==> src/hdl/rct_consts.svh <==
`ifndef RCT_CONSTS_SVH
`define RCT_CONSTS_SVH

// register byte offsets
`define RCT_OFS_IMSC 12'h01C
`define RCT_OFS_RIS  12'h020
`define RCT_OFS_MIS  12'h024
`define RCT_OFS_ICR  12'h028
`define RCT_OFS_TDR  12'h02C
`define RCT_OFS_TCR  12'h030
`define RCT_OFS_TLR1 12'h034
`define RCT_OFS_TLR2 12'h038
`define RCT_OFS_TPR1 12'h03C
`define RCT_OFS_TPR4 12'h048
`define RCT_OFS_TIN  12'h04C

// control register fields
`define RCT_TCR_RUN     0
`define RCT_TCR_OS      1
`define RCT_TCR_SS      2
`define RCT_TCR_PLEN_LO 4
`define RCT_TCR_PLEN_HI 10

// interrupt bit in mask, status and clear registers
`define RCT_IRQ_TMR 0

// count reset value and largest pattern length
`define RCT_TDR_RST 32'h0FFFFFFF
`define RCT_PLEN_MAX 7'h7F

`endif

==> src/hdl/rct_pkg.sv <==
`default_nettype none
package rct_pkg;
    // run state of the countdown
    typedef enum logic [1:0] {
        RCT_STOPPED,
        RCT_RUNNING,
        RCT_HALTED
    } rct_tstate_t;

    // whole state of the timer module
    typedef struct packed {
        rct_tstate_t  tstate;
        logic [31:0]  count;
        logic [31:0]  reload1;
        logic [31:0]  reload2;
        logic [127:0] pattern;
        logic [6:0]   patLen;
        logic [6:0]   patIdx;
        logic         oneshotSelect;
        logic         selfStart;
        logic         irqMask;
        logic         countdownIrq;
        logic [31:0]  irqNumber;
        logic         combinedIrq;
        logic [31:0]  rdData;
        logic         rdErr;
    } rct_state_t;

    // synchroniser state of the tick generator
    typedef struct packed {
        logic sync1;
        logic sync2;
        logic sync3;
        logic tick;
    } rct_tick_t;
endpackage
`default_nettype wire

==> src/hdl/rct_ls_tick.sv <==
`default_nettype none
module rct_ls_tick
    import rct_pkg::*;
(
    // system clock and reset
    input  wire logic mclk,
    input  wire logic rstn,
    // low-speed clock pin and power state
    input  wire logic lsClk,
    input  wire logic lowPower,
    // one-cycle pulse per low-speed rising edge, none while lowPower is high
    output logic      lsTick
);
    rct_tick_t s_reg;
    rct_tick_t s_next;

    ////////////////////////////////////////////////////////////////////////
    // two-stage synchroniser, edge seen between stage two and three only
    always_comb begin
        s_next       = s_reg;
        s_next.sync1 = lsClk;
        s_next.sync2 = s_reg.sync1;
        s_next.sync3 = s_reg.sync2;
        // no ticks in low power: the real oscillator is off there anyway
        s_next.tick  = s_reg.sync2 & ~s_reg.sync3 & ~lowPower;
    end

    always_ff @(posedge mclk or negedge rstn) begin
        if (!rstn) begin
            s_reg <= '0;
        end else begin
            s_reg <= s_next;
        end
    end

    assign lsTick = s_reg.tick;
endmodule
`default_nettype wire

==> src/hdl/rct_countdown_timer.sv <==
`include "rct_consts.svh"
`default_nettype none
module rct_countdown_timer
    import rct_pkg::*;
(
    // clock and reset
    input  wire logic        mclk,
    input  wire logic        rstn,
    // apb slave
    input  wire logic        psel,
    input  wire logic        penable,
    input  wire logic        pwrite,
    input  wire logic [11:0] paddr,
    input  wire logic [31:0] pwdata,
    output logic [31:0]      prdata,
    output logic             pready,
    output logic             pslverr,
    // low-speed clock and power state
    input  wire logic        lsClk,
    input  wire logic        lowPower,
    // interrupt
    output logic             combinedIrq
);
    rct_state_t s_reg;
    rct_state_t s_next;
    logic       lsTick;

    ////////////////////////////////////////////////////////////////////////
    // helpers

    // true for the four pattern words; alignment is left to isMapped
    function automatic logic isPattern(input logic [11:0] a);
        return (a >= `RCT_OFS_TPR1) && (a <= `RCT_OFS_TPR4);
    endfunction

    // true when the byte address names a register of this block
    function automatic logic isMapped(input logic [11:0] a);
        logic hit;
        hit = 1'b0;
        case (a)
            `RCT_OFS_IMSC, `RCT_OFS_RIS, `RCT_OFS_MIS, `RCT_OFS_ICR,
            `RCT_OFS_TDR, `RCT_OFS_TCR, `RCT_OFS_TLR1, `RCT_OFS_TLR2,
            `RCT_OFS_TIN: begin
                hit = 1'b1;
            end
            default: begin
                hit = isPattern(a) && (a[1:0] == 2'b00);
            end
        endcase
        return hit;
    endfunction

    // word index 0..3 of a pattern register
    function automatic logic [1:0] patWord(input logic [11:0] a);
        logic [11:0] d;
        d = a - `RCT_OFS_TPR1;
        return d[3:2];
    endfunction

    // reload value selected by the current pattern bit
    function automatic logic [31:0] pickReload(input rct_state_t st);
        return st.pattern[st.patIdx] ? st.reload2 : st.reload1;
    endfunction

    // countdown started from a given value; the pattern always restarts at bit 0
    function automatic rct_state_t startRun(input rct_state_t st, input logic [31:0] first);
        rct_state_t ns;
        ns        = st;
        ns.tstate = RCT_RUNNING;
        ns.count  = first;
        ns.patIdx = '0;
        return ns;
    endfunction

    ////////////////////////////////////////////////////////////////////////
    // low-speed tick, synchronised and gated by low power
    rct_ls_tick u_tick (
        .mclk     (mclk),
        .rstn     (rstn),
        .lsClk    (lsClk),
        .lowPower (lowPower),
        .lsTick   (lsTick)
    );

    ////////////////////////////////////////////////////////////////////////
    // next-state logic: countdown first, then register writes on top
    always_comb begin
        logic        setup;
        logic        wrEn;
        logic        running;
        logic        irqSet;
        logic        irqClr;
        logic [31:0] rd;
        setup   = psel & ~penable;
        wrEn    = psel & penable & pwrite & isMapped(paddr);
        running = (s_reg.tstate == RCT_RUNNING);
        irqSet  = 1'b0;
        irqClr  = 1'b0;
        rd      = '0;
        s_next  = s_reg;

        // countdown on each low-speed tick; tick is absent in low power
        if (running && lsTick) begin
            if (s_reg.count == '0) begin
                irqSet = 1'b1;
                s_next.irqNumber = s_reg.irqNumber + 32'h00000001;
                if (s_reg.oneshotSelect) begin
                    // one-shot stays at zero until restarted
                    s_next.tstate = RCT_HALTED;
                end else begin
                    // automatic restart from the pattern-chosen value
                    s_next.count = pickReload(s_reg);
                    // wrap after patLen+1 bits of the 128-bit pattern
                    if (s_reg.patIdx >= s_reg.patLen) begin
                        s_next.patIdx = '0;
                    end else begin
                        s_next.patIdx = s_reg.patIdx + 7'h01;
                    end
                end
            end else begin
                s_next.count = s_reg.count - 32'h00000001;
            end
        end

        // register writes, taken at the access edge, legal while running
        if (wrEn) begin
            case (paddr)
                `RCT_OFS_IMSC: begin
                    s_next.irqMask = pwdata[`RCT_IRQ_TMR];
                end
                `RCT_OFS_ICR: begin
                    irqClr = pwdata[`RCT_IRQ_TMR];
                end
                `RCT_OFS_TCR: begin
                    s_next.oneshotSelect = pwdata[`RCT_TCR_OS];
                    s_next.selfStart     = pwdata[`RCT_TCR_SS];
                    s_next.patLen        = pwdata[`RCT_TCR_PLEN_HI:`RCT_TCR_PLEN_LO];
                    if (!pwdata[`RCT_TCR_RUN]) begin
                        // software stop in either mode
                        s_next.tstate = RCT_STOPPED;
                    end else if (!running) begin
                        // software start always begins from the first value
                        s_next = startRun(s_next, s_reg.reload1);
                    end
                end
                `RCT_OFS_TLR1: begin
                    // a running counter keeps its reload values untouched
                    if (!running) begin
                        s_next.reload1 = pwdata;
                        // one-shot restarts on a new first value
                        if (s_reg.selfStart || s_reg.oneshotSelect) begin
                            s_next = startRun(s_next, pwdata);
                        end
                    end
                end
                `RCT_OFS_TLR2: begin
                    if (!running) begin
                        s_next.reload2 = pwdata;
                        if (s_reg.selfStart) begin
                            // self-start still begins from the first value
                            s_next = startRun(s_next, s_reg.reload1);
                        end
                    end
                end
                default: begin
                    // pattern words; status, count and number are read-only
                    if (isPattern(paddr)) begin
                        s_next.pattern[patWord(paddr)*32 +: 32] = pwdata;
                    end
                end
            endcase
        end

        // sticky flag: a zero reached in the clearing cycle is kept
        if (irqClr) begin
            s_next.countdownIrq = 1'b0;
        end
        if (irqSet) begin
            s_next.countdownIrq = 1'b1;
        end

        // single source here, so the OR reduces to the masked timer flag
        s_next.combinedIrq = s_next.countdownIrq & s_next.irqMask;

        // read data captured in the setup cycle, stable through access
        if (setup) begin
            case (paddr)
                `RCT_OFS_IMSC: begin
                    rd[`RCT_IRQ_TMR] = s_reg.irqMask;
                end
                `RCT_OFS_RIS: begin
                    rd[`RCT_IRQ_TMR] = s_reg.countdownIrq;
                end
                `RCT_OFS_MIS: begin
                    rd[`RCT_IRQ_TMR] = s_reg.countdownIrq & s_reg.irqMask;
                end
                `RCT_OFS_TDR: begin
                    rd = s_reg.count;
                end
                `RCT_OFS_TCR: begin
                    rd[`RCT_TCR_RUN] = running;
                    rd[`RCT_TCR_OS]  = s_reg.oneshotSelect;
                    rd[`RCT_TCR_SS]  = s_reg.selfStart;
                    rd[`RCT_TCR_PLEN_HI:`RCT_TCR_PLEN_LO] = s_reg.patLen;
                end
                `RCT_OFS_TLR1: begin
                    rd = s_reg.reload1;
                end
                `RCT_OFS_TLR2: begin
                    rd = s_reg.reload2;
                end
                `RCT_OFS_TIN: begin
                    rd = s_reg.irqNumber;
                end
                default: begin
                    if (isMapped(paddr) && isPattern(paddr)) begin
                        rd = s_reg.pattern[patWord(paddr)*32 +: 32];
                    end
                end
            endcase
            s_next.rdData = rd;
            s_next.rdErr  = ~isMapped(paddr);
        end
    end

    ////////////////////////////////////////////////////////////////////////
    // state register
    always_ff @(posedge mclk or negedge rstn) begin
        if (!rstn) begin
            s_reg               <= '0;
            s_reg.tstate        <= RCT_STOPPED;
            s_reg.count         <= `RCT_TDR_RST;
            s_reg.patLen        <= '0;
        end else begin
            s_reg <= s_next;
        end
    end

    ////////////////////////////////////////////////////////////////////////
    // outputs; zero wait states keep the bus simple at this low traffic
    assign pready      = 1'b1;
    assign prdata      = s_reg.rdData;
    assign pslverr     = s_reg.rdErr & psel & penable;
    assign combinedIrq = s_reg.combinedIrq;
endmodule
`default_nettype wire

==> config.mk <==
export PLATFORM = sky130hd
export DESIGN_NAME = rct_countdown_timer
export DESIGN_NICKNAME = d
export VERILOG_FILES = /design/src/hdl/rct_pkg.sv /design/src/hdl/rct_ls_tick.sv /design/src/hdl/rct_countdown_timer.sv
export VERILOG_INCLUDE_DIRS = /design/src /design/src/hdl
export SDC_FILE = /design/constraint.sdc
export NUM_CORES = 1
export LEC_CHECK = 0
export ABC_AREA = 1
export BUFFER_PORTS_ARGS = -buffer_cell sky130_fd_sc_hd__buf_2
export CAP_MARGIN = 20
export CORE_ASPECT_RATIO = 1.5
export CORE_UTILIZATION = 50
export CTS_CLUSTER_SIZE = 20
export DETAILED_ROUTE_END_ITERATION = 12
export GPL_TIMING_DRIVEN = 0
export MAX_ROUTING_LAYER = met4
export PLACE_DENSITY = 0.71
export SETUP_SLACK_MARGIN = 0.5
export SYNTH_ARGS = -nofsm -noshare
export SYNTH_HDL_FRONTEND = slang
export SYNTH_SLANG_ARGS = --single-unit
==> constraint.sdc <==
create_clock -name mclk -period 2.1 [get_ports mclk]
set_clock_uncertainty 0.1 [all_clocks]
set_input_delay 0.315 -clock mclk [delete_from_list [all_inputs] [get_ports mclk]]
set_output_delay 0.315 -clock mclk [all_outputs]
set_load 0.01 [all_outputs]
Word level (Yosys, flattened, before mapping):

Index checks and enable logic that the tools add are counted.

* output and inout bits: 35
* input bits: 51
* register bits: 314

* shift-type cells: 3
* order comparisons: 4
* muxes and demuxes: 46
* add/subtract/negate cells: 5
* bitwise logic cells: 19
* reduce and logical (&&, ||, !) cells: 18
* equal/unequal tests: 11

Operators by type and width (number)
* 310-bit two-way mux: 6
* 128-bit one-hot mux with 4 select lines: 1
* 308-bit two-way mux: 1
* 98-bit one-hot mux with 3 select lines: 1
* 67-bit one-hot mux with 3 select lines: 1
* 32-bit two-way mux: 6
* 128-bit bitwise mux: 1
* 128-bit two-way mux: 1
* 32-bit by 34-bit variable shift with 128-bit output (first input constant): 1
* 128-bit by 8-bit variable part select with 32-bit output: 1
* 32-bit by 34-bit variable part select with 128-bit output: 1
* 21-bit one-hot mux with 5 select lines: 1
* 12-bit by 6-bit == test with 1-bit output (second input constant): 7
* 16-bit one-hot mux with 3 select lines: 1
* 7-bit one-hot mux with 6 select lines: 1
* 34-bit two-way mux: 1
* 7-bit negator with 34-bit output: 1
* 33-bit two-way mux: 1
* 32-bit by 1-bit adder with 32-bit output (second input constant): 1
* 32-bit zero test: 1
* 32-bit by 1-bit subtractor with 32-bit output (second input constant): 1
* 7-bit two-way mux: 4
* 12-bit by 5-bit == test with 1-bit output (second input constant): 1
* 12-bit by 7-bit == test with 1-bit output (second input constant): 1
* other kinds (29): 63

Longest topological paths before layout:

Gate-level depths: netlist of the first run.

* depth after elaboration: 13
* depth in mapped cells: 18
* depth with buffers taken out: 16

Hierarchy:

A second synthesis of the first run with hierarchy kept.

* cell total of the unflattened synthesis: 2575
* area total of the unflattened synthesis: 18853.1 um2

By module, submodules not included
* rct_countdown_timer: area an instance 18739.2 um2, sequential area each 7792.5 um2, cells an instance 2568, times used 1
* rct_ls_tick: area an instance 113.9 um2, sequential area each 100.1 um2, cells an instance 7, times used 1

Worst setup path after synthesis of the first run:

No wires, ideal clock.

* kind: flip-flop to flip-flop
* start: register s_reg[276] (netlist name)
* end: register s_reg[75] (netlist name)
* clock period less this slack: 2.261 ns
* cell stages (with the launch flop): 15
* data arrival time: 2.040 ns
* setup slack: -0.161 ns
* buffers on the path: 0
* required time: 1.879 ns
* library setup time: 0.121 ns
* cell sequence: dfstp_2 inv_1 ha_1 nand2_1 nor2_2 nand2_1 nor3_4 nand3_4 nor2_4 nand2_4 inv_4 nand4_2 nor3_2 xor2_1 nor2_1

RTL lines
* start: declaration: line rct_countdown_timer.sv:24 `rct_state_t s_reg;`
* start signal: assignment: line rct_countdown_timer.sv:235 `s_reg <= s_next;`

==> out/metrics.yaml, run 1 <==
grt_max_degree: 122
grt_overflow: 0
synth_cells: 2660
wl_um: 103000
yosysMostFrequentCell: "nand2_1"
crit_fanout: 10
ys_warn_count: 0
crit_chain: "buf_12 -> buf_12 -> o211ai_1 -> nand3_1 -> nand3_2 -> nand2_2 -> nand3_2 -> nand3_4 -> nand2_4 -> inv_4 -> buf_12 -> nand2_1 -> nand3_2 -> nand3_2 -> nand2_1"
drtAntennaViolNets: 0
avgViaCountPerCell: 6.48
rsz0062_at_grt: "true"
initial_core_util: 0.510
clock_latency_ns: 0.56
path_delay_family: "simple AND/OR/NAND/NOR gates"
slowest_stage: "dfrtp_2"
vdd.ir_drop.worst_v: 0.000663
design.final.nets: 3106
rows: 87
synth_edf_count: 0
dieArea_mm2: 0.0393
worst_path_largest_cell_delay_ns: 0.48
dp_hpwl_um: 67600
drive_above_1_share: 0.349
finalNonFillerCells: 3552
worstMarginPinSlew_ns: 1.02
netlist.area_leader.share: 0.372
hp-class: "in2reg"
hold_ws_ns: 0.0283
synth_fp_nets: 2726
power_density_mw_per_mm2: 489
drt-initial-drc-count: 2783
cts_tree: "yes"
end_kind: "register"
fin_crit_sh: 1.24
num_io_pins: 86
fillers: 2728
status: "finished with violations"
yosysUniqueCellTypes: 57
path_buf_inv: 4
critical_path.startpoint_type: "register"
dp_cells: 3235
finalMaxSlewViolations: 0
ys_seq_elements: 314
dieWidth_um: 162
cpMostUsedCell: "nand3_2"
grt_pass1_wl_um: 142000
multiInputGateArea_mm2: 0.0118
chipHeight_um: 242
cp.required_ns: 2.44
avgSynthCellArea_um2: 7.24
synthTopCellsByCount: "nand2_1, dfrtp_1, o21ai_1"
hold_viol_final: 0
synthTopCellsByArea: "dfrtp_1, nand2_1, o21ai_1"
clk_transition_reported_paths_ns: 0.07
crit_type: "reg2reg"
finalCriticalPeriod_ns: 2.61
async_flop_share: 1.00
regArea_mm2: 0.00790
arrival_ns: 2.95
violations: "negative setup slack"
grt_antenna_before_repair: 1
report.final.setup_viol: 254
slew-limit-headroom: 0.315
io_buffers: 84
track_usage: 0.513
num_vias: 23000
synthFlopType: "dfrtp_1"
root_buffer: "clkbuf_16"
fin_ws_ns: -0.514
cts.sinks: 314
grt_pass1_vias: 22500
cts_max_level: 2
cts.path.max_buffers: 3
yosysTopAreaCell: "dfrtp_1"
drcViolationCount: 0
cap_violations: 0
netlist_area_mm2: 0.0192
fmax_mhz: 383
synth_seq_area_share: 0.410
syn_to_final_growth_pct: 45.0
dr.pass1.iters: 6
routabilityCongestion: 1.09
fp.coreArea_mm2: 0.0378
cts_buffers: 34
power_leakage_uw: 0.0122
wire_per_inst_um: 28.9
stage by stage:
step                      utilization  setup WS, ns  TNS [ns]  cell area (µm²)  total power (µW)
final                           0.739        -0.514    -49.56            27900             13600
after global routing            0.739        -0.535    -57.97            27900             13900
after CTS                       0.693        -0.374    -14.42            26200             13500
after detailed placement        0.558         -1.47   -184.12            21100              7350
after global placement          0.556         -5.38  -1798.13            21000              7330
after floorplan                     -        0.0148         0            20000              6780
final timing paths:
path                                  start          endpoint  slack (ns)  cells after the start
setup / recovery                  s_reg[70]        s_reg[304]       -0.51                     15
hold / removal                   pwdata[31]          register        0.03                      3
setup reg to reg                  s_reg[70]        s_reg[304]       -0.51                     15
hold reg to reg            u_tick.s_next[2]  u_tick.s_next[1]        0.27                      0
max in group asynchronous              rstn         s_reg[53]        0.53                      3
min in group asynchronous              rstn         s_reg[40]        0.25                      2
metal layers:
metal / vias to the layer above / part of all wire / track usage
met2: 1716 / 0.46 / 0.805
met5: - / 0 / -
li1: 9579 / - / -
met4: 0 / 0.13 / 0.501
met3: 794 / 0.098 / 0.124
met1: 10900 / 0.31 / 0.513
power breakdown:
group / switching (µW) / total [µW] / internal (µW)
Combinational: 872 / 1290 / 418
Clock: 2710 / 6140 / 3430
Sequential: 78.2 / 6200 / 6130
logic make-up (layout without fill, tap and decap cells):
family	count (synthesis)	count (layout)	synth area share
and+or+nand+nor	1326	1331	0.300
AOI/OAI and AO/OA	540	540	0.164
buffers and inverters	424	821	0.0976
DFF	314	314	0.410
xor gates and xnor gates	37	37	0.0168
adders and majority gates	15	15	0.00975
muxes	3	3	0.00156
other	1	2	0.000195
worst min-delay path, stage by stage:
cell and delay (ns):
buf_2 0.16, nand2_1 0.09, o21ai_1 0.07
cell usage in the layout (no fill, tap or decap), drive strengths merged, types with 9 or more instances in the layout:
| cell type | count |
|---|---|
| nor2 | 244 |
| xor2 | 34 |
| a221oi | 16 |
| buf | 404 |
| ha | 15 |
| clkinv | 13 |
| dlygate4sd3 | 32 |
| a2111oi | 9 |
| nor3 | 52 |
| a21oi | 71 |
| nand2 | 792 |
| o32ai | 13 |
| inv | 240 |
| dfrtp | 286 |
| a31oi | 23 |
| nand4 | 35 |
| clkbuf | 120 |
| o21ai | 300 |
| o22ai | 31 |
| nand3 | 191 |
| a22oi | 26 |
| o221ai | 13 |
| o211ai | 17 |
| dfstp | 28 |
layout make-up:
class,instances,area share
antenna,1,0.0000897
buffer,175,0.0630
clock buffer,45,0.0338
clock inverter,13,0.00480
inverter,249,0.0379
multi-input combinational,1927,0.424
sequential,314,0.283
tap,489,0.0219
timing repair buffer,338,0.131
timing repair inverter,1,0.000404
timing repair:
item / 4_1_cts / 5_1_grt
setup endpoints to repair: 342 / 538
buffers inserted: 138 / 47
hold buffers: 32 / 0
endpoints found under the hold margin: 115 / 0
gates cloned: 30 / 11
gates resized for setup: 518 / 284
pin swaps: 110 / 81
Power figures use the tool's default switching activity.
==> run 2, diff against run 1 <==
==> constraint.sdc (replaced) <==
create_clock -name mclk -period 2.2 [get_ports mclk]
set_clock_uncertainty 0.1 [all_clocks]
set_input_delay 0.33 -clock mclk [delete_from_list [all_inputs] [get_ports mclk]]
set_output_delay 0.33 -clock mclk [all_outputs]
set_load 0.01 [all_outputs]
==> run 2 against run 1 <==
  * The run now fails in global routing
  * Area after synthesis did not move
  * Synthesized cell count did not move
==> out/metrics.yaml, run 2 <==
track_usage: 0.618
failed_stage: "global routing"
stop_error: "[ERROR GRT-0232] Routing congestion too high. Check the congestion heatmap in the GUI."
dieWidth_um: 162  # unchanged
grt_max_degree: 100
num_io_pins: 86  # unchanged
async_flop_share: 1.00  # unchanged
io_buffers: 84  # unchanged
avgSynthCellArea_um2: 7.24  # unchanged
chipHeight_um: 242  # unchanged
synthTopCellsByCount: "nand2_1, dfrtp_1, o21ai_1"
netlist_area_mm2: 0.0192  # unchanged
netlist.area_leader.share: 0.372  # unchanged
synth_fp_nets: 2726  # unchanged
synth_cells: 2660  # unchanged
rows: 87  # unchanged
status: "stopped before the end"
yosysUniqueCellTypes: 57  # unchanged
synthTopCellsByArea: "dfrtp_1, nand2_1, o21ai_1"
crit_endpoint: "s_reg[307]$_DFF_PN0_/D"
ys_warn_count: 0  # unchanged
synth_edf_count: 0  # unchanged
worst-ep-kind: "sequential cell input"
cts_buffers: 35  # +2.9%
root_buffer: "clkbuf_16"
initial_core_util: 0.510  # unchanged
synth_seq_area_share: 0.410  # unchanged
ys_seq_elements: 314  # unchanged
cts.sinks: 314  # unchanged
dp_hpwl_um: 69200  # +2.3%
cts.path.max_buffers: 3  # unchanged
routabilityCongestion: 1.04  # -4.5%
yosysTopAreaCell: "dfrtp_1"
grt_overflow: 1
yosysMostFrequentCell: "nand2_1"
synthFlopType: "dfrtp_1"
place_ws_ns: -1.08  # +0.383 ns
cts_max_level: 2  # unchanged
[run 2: cells by family after synthesis]
logic type | count (synthesis) | synth area share
other | 1 | 0.000195
buffers and inverters | 424 | 0.0976
AOI/OAI and AO/OA | 540 | 0.164
muxes | 3 | 0.00156
adders and majority gates | 15 | 0.00975
xor gates and xnor gates | 37 | 0.0168
DFF | 314 | 0.410
and+or+nand+nor | 1326 | 0.300
[run 2: layer usage]
layer  track usage  overflow
met5             -         -
met4         0.611         1
met3         0.260         0
met2         0.875         0
met1         0.625         0
[run 2: what timing repair did]
item | 4_1_cts
hold buffers | 29
cloned | 22
gates resized for setup | 518
pin swaps | 112
buffers inserted | 117
endpoints found under the setup margin | 315
endpoints found under the hold margin | 85
[run 2: metrics by stage]
stage	instances	cell area [µm²]	TNS, ns	hold slack [ns]
3_3_place_gp	3233	21000	-1745.22	0.233
3_5_place_dp	3236	21100	-173.89	0.214
4_1_cts	3466	26000	-8.97	0.000554
2_1_floorplan	2660	20000	0	-0.0656
==> run 3, diff against run 2 <==
--- a/config.mk
+++ b/config.mk
@@ -9,14 +9,10 @@
 export ABC_AREA = 1
 export BUFFER_PORTS_ARGS = -buffer_cell sky130_fd_sc_hd__buf_2
 export CAP_MARGIN = 20
-export CORE_ASPECT_RATIO = 1.5
-export CORE_UTILIZATION = 50
-export CTS_CLUSTER_SIZE = 20
+export CORE_UTILIZATION = 35
 export DETAILED_ROUTE_END_ITERATION = 12
 export GPL_TIMING_DRIVEN = 0
-export MAX_ROUTING_LAYER = met4
-export PLACE_DENSITY = 0.71
-export SETUP_SLACK_MARGIN = 0.5
+export PLACE_DENSITY_LB_ADDON = 0.15
 export SYNTH_ARGS = -nofsm -noshare
 export SYNTH_HDL_FRONTEND = slang
 export SYNTH_SLANG_ARGS = --single-unit
==> constraint.sdc (replaced) <==
create_clock -name mclk -period 2.9 [get_ports mclk]
set_clock_uncertainty 0.1 [all_clocks]
set_input_delay 0.435 -clock mclk [delete_from_list [all_inputs] [get_ports mclk]]
set_output_delay 0.435 -clock mclk [all_outputs]
set_load 0.01 [all_outputs]
==> run 3 against run 2 <==
  * The flow now finishes without violations
==> out/metrics.yaml, run 3 (same netlist as run 1, synthesis figures left out) <==
grt_overflow: 0
fillers: 5721
drt-initial-drc-count: 2357
power_density_mw_per_mm2: 485
finalMaxSlewViolations: 0
hold_ws_ns: 0.0290
chipHeight_um: 236  # -2.4%
finalNonFillerCells: 3523
worstMarginPinSlew_ns: 1.07
crit_type: "in2reg"
drcViolationCount: 0
vdd.ir_drop.worst_v: 0.000351
antenna_cells: 0
cts_tree: "yes"
final_cell_mix: "nand2_1, dfrtp_1, o21ai_1"
num_io_pins: 86  # unchanged
dieArea_mm2: 0.0559
total_power_uw: 10800
report.final.setup_viol: 0
fp.coreArea_mm2: 0.0540
design.final.nets: 2862
multiInputGateArea_mm2: 0.00955
dieWidth_um: 236  # +46%
fin_area_mm2: 0.0223
avgViaCountPerCell: 5.67
slowest_stage: "clkbuf_1"
end_kind: "register"
clkPwrFrac: 0.510
crit_chain: "buf_2 -> ha_1 -> clkbuf_1 -> nand2_2 -> nor2_1 -> inv_2 -> clkbuf_1 -> o22ai_1 -> a221oi_1 -> a31oi_1"
dp_cells: 3444  # +6.4%
cpMostUsedCell: "clkbuf_1"
arrival_ns: 3.22
hold_start: "pwdata[2]"
dp_hpwl_um: 70500  # +2.0%
pwr-share-seq: 0.416
track_usage: 0.325
routabilityCongestion: 1.01  # -3.4%
cts.sinks: 314  # unchanged
placed_area_mm2: 0.0206  # -2.2%
io_buffers: 84  # unchanged
hp-class: "in2reg"
cp-startpoint: "paddr[3]"
hold_viol_final: 0
p_int_uw: 7960
clock_latency_ns: 0.60
critical_path.startpoint_type: "primary input"
wl_um: 91800
status: "completed"
syn_to_final_growth_pct: 15.6
rows: 85  # -2.3%
finalCriticalPeriod_ns: 2.89
rsz0062_at_grt: "false"
dr.pass1.iters: 6
grt_pass1_vias: 19500
crit_fanout: 10
p_comb_frac: 0.073
cts_max_level: 2  # unchanged
fin_crit_sh: 0.997
wire_per_inst_um: 26.1
regArea_mm2: 0.00789
utilization: 0.412
cts_buffers: 40  # +14%
cap_violations: 0
rr_startpoint: "s_reg[71]"
cp.required_ns: 3.23
grt_max_degree: 96
p_switching_uw: 2840
root_buffer: "clkbuf_16"
switching_share: 0.263
drive_above_1_share: 0.144
cts.path.max_buffers: 3  # unchanged
worst_path_largest_cell_delay_ns: 0.67
layout_commonest_cell: "nand2_1"
initial_core_util: 0.356  # -0.153
power_leakage_uw: 0.00965
slew-limit-headroom: 0.284
grt_pass1_wl_um: 133000
clk_transition_reported_paths_ns: 0.06
num_vias: 20000
fmax_mhz: 346
drtAntennaViolNets: 0
grt_antenna_before_repair: 0
-- run 3: power groups by stage --
stage          Combinational (µW)  Clock [µW]  Sequential (µW)
3_5_place_dp                  775           0             4570
3_3_place_gp                  757           0             4570
5_1_grt                       848        5740             4500
4_1_cts                       786        5570             4490
6_report                      793        5510             4500
2_1_floorplan                 352           0             4540
-- run 3: routing by layer --
layer | vias to the layer above | global-route usage | wire (µm)
met5 | - | 0 | 0
met4 | 0 | 0.139 | 4130
met3 | 224 | 0.0465 | 6790
met2 | 919 | 0.540 | 43000
met1 | 9772 | 0.422 | 37900
li1 | 9063 | - | -
-- run 3: layout make-up --
cell class                 instances  share of cell area
clock inverter                    19              0.0121
clock buffer                      54              0.0510
tap                              696              0.0391
timing repair buffer              95              0.0260
inverter                         249              0.0428
sequential                       314               0.355
multi-input combinational       1922               0.429
buffer                           174              0.0453
-- run 3: what timing repair did --
item                                    4_1_cts  5_1_grt
pin swaps                                     0        4
resized for setup                            27       42
hold endpoints to repair                     55        0
hold buffers                                  4        0
endpoints found under the setup margin      120       94
setup buffers                                 0        3
-- run 3: worst max-delay path: cells and delay by family --
kind	cells	cell delay, ns
compound gates	3	0.95
simple gates	2	0.30
fa+ha+maj	1	0.20
buf+inv	4	1.31
-- run 3: final timing paths --
path,endpoint,slack (ns),cells past startpoint
setup reg to reg,s_reg[304],0.09,17
min in group asynchronous,s_reg[66],0.26,2
max in group asynchronous,async pin,0.78,5
hold reg to reg,u_tick.s_next[1],0.25,0
hold / removal,register,0.03,3
setup / recovery,prdata[28],0.009,10
-- run 3: per-stage QoR --
stage | TNS (ns) | setup WS, ns
finish | 0 | 0.00865
global route | 0 | 0.0115
CTS | 0 | 0.000131
detailed placement | -135.89 | -0.908
global placement | -1691.19 | -5.23
floorplan | 0 | 0.618
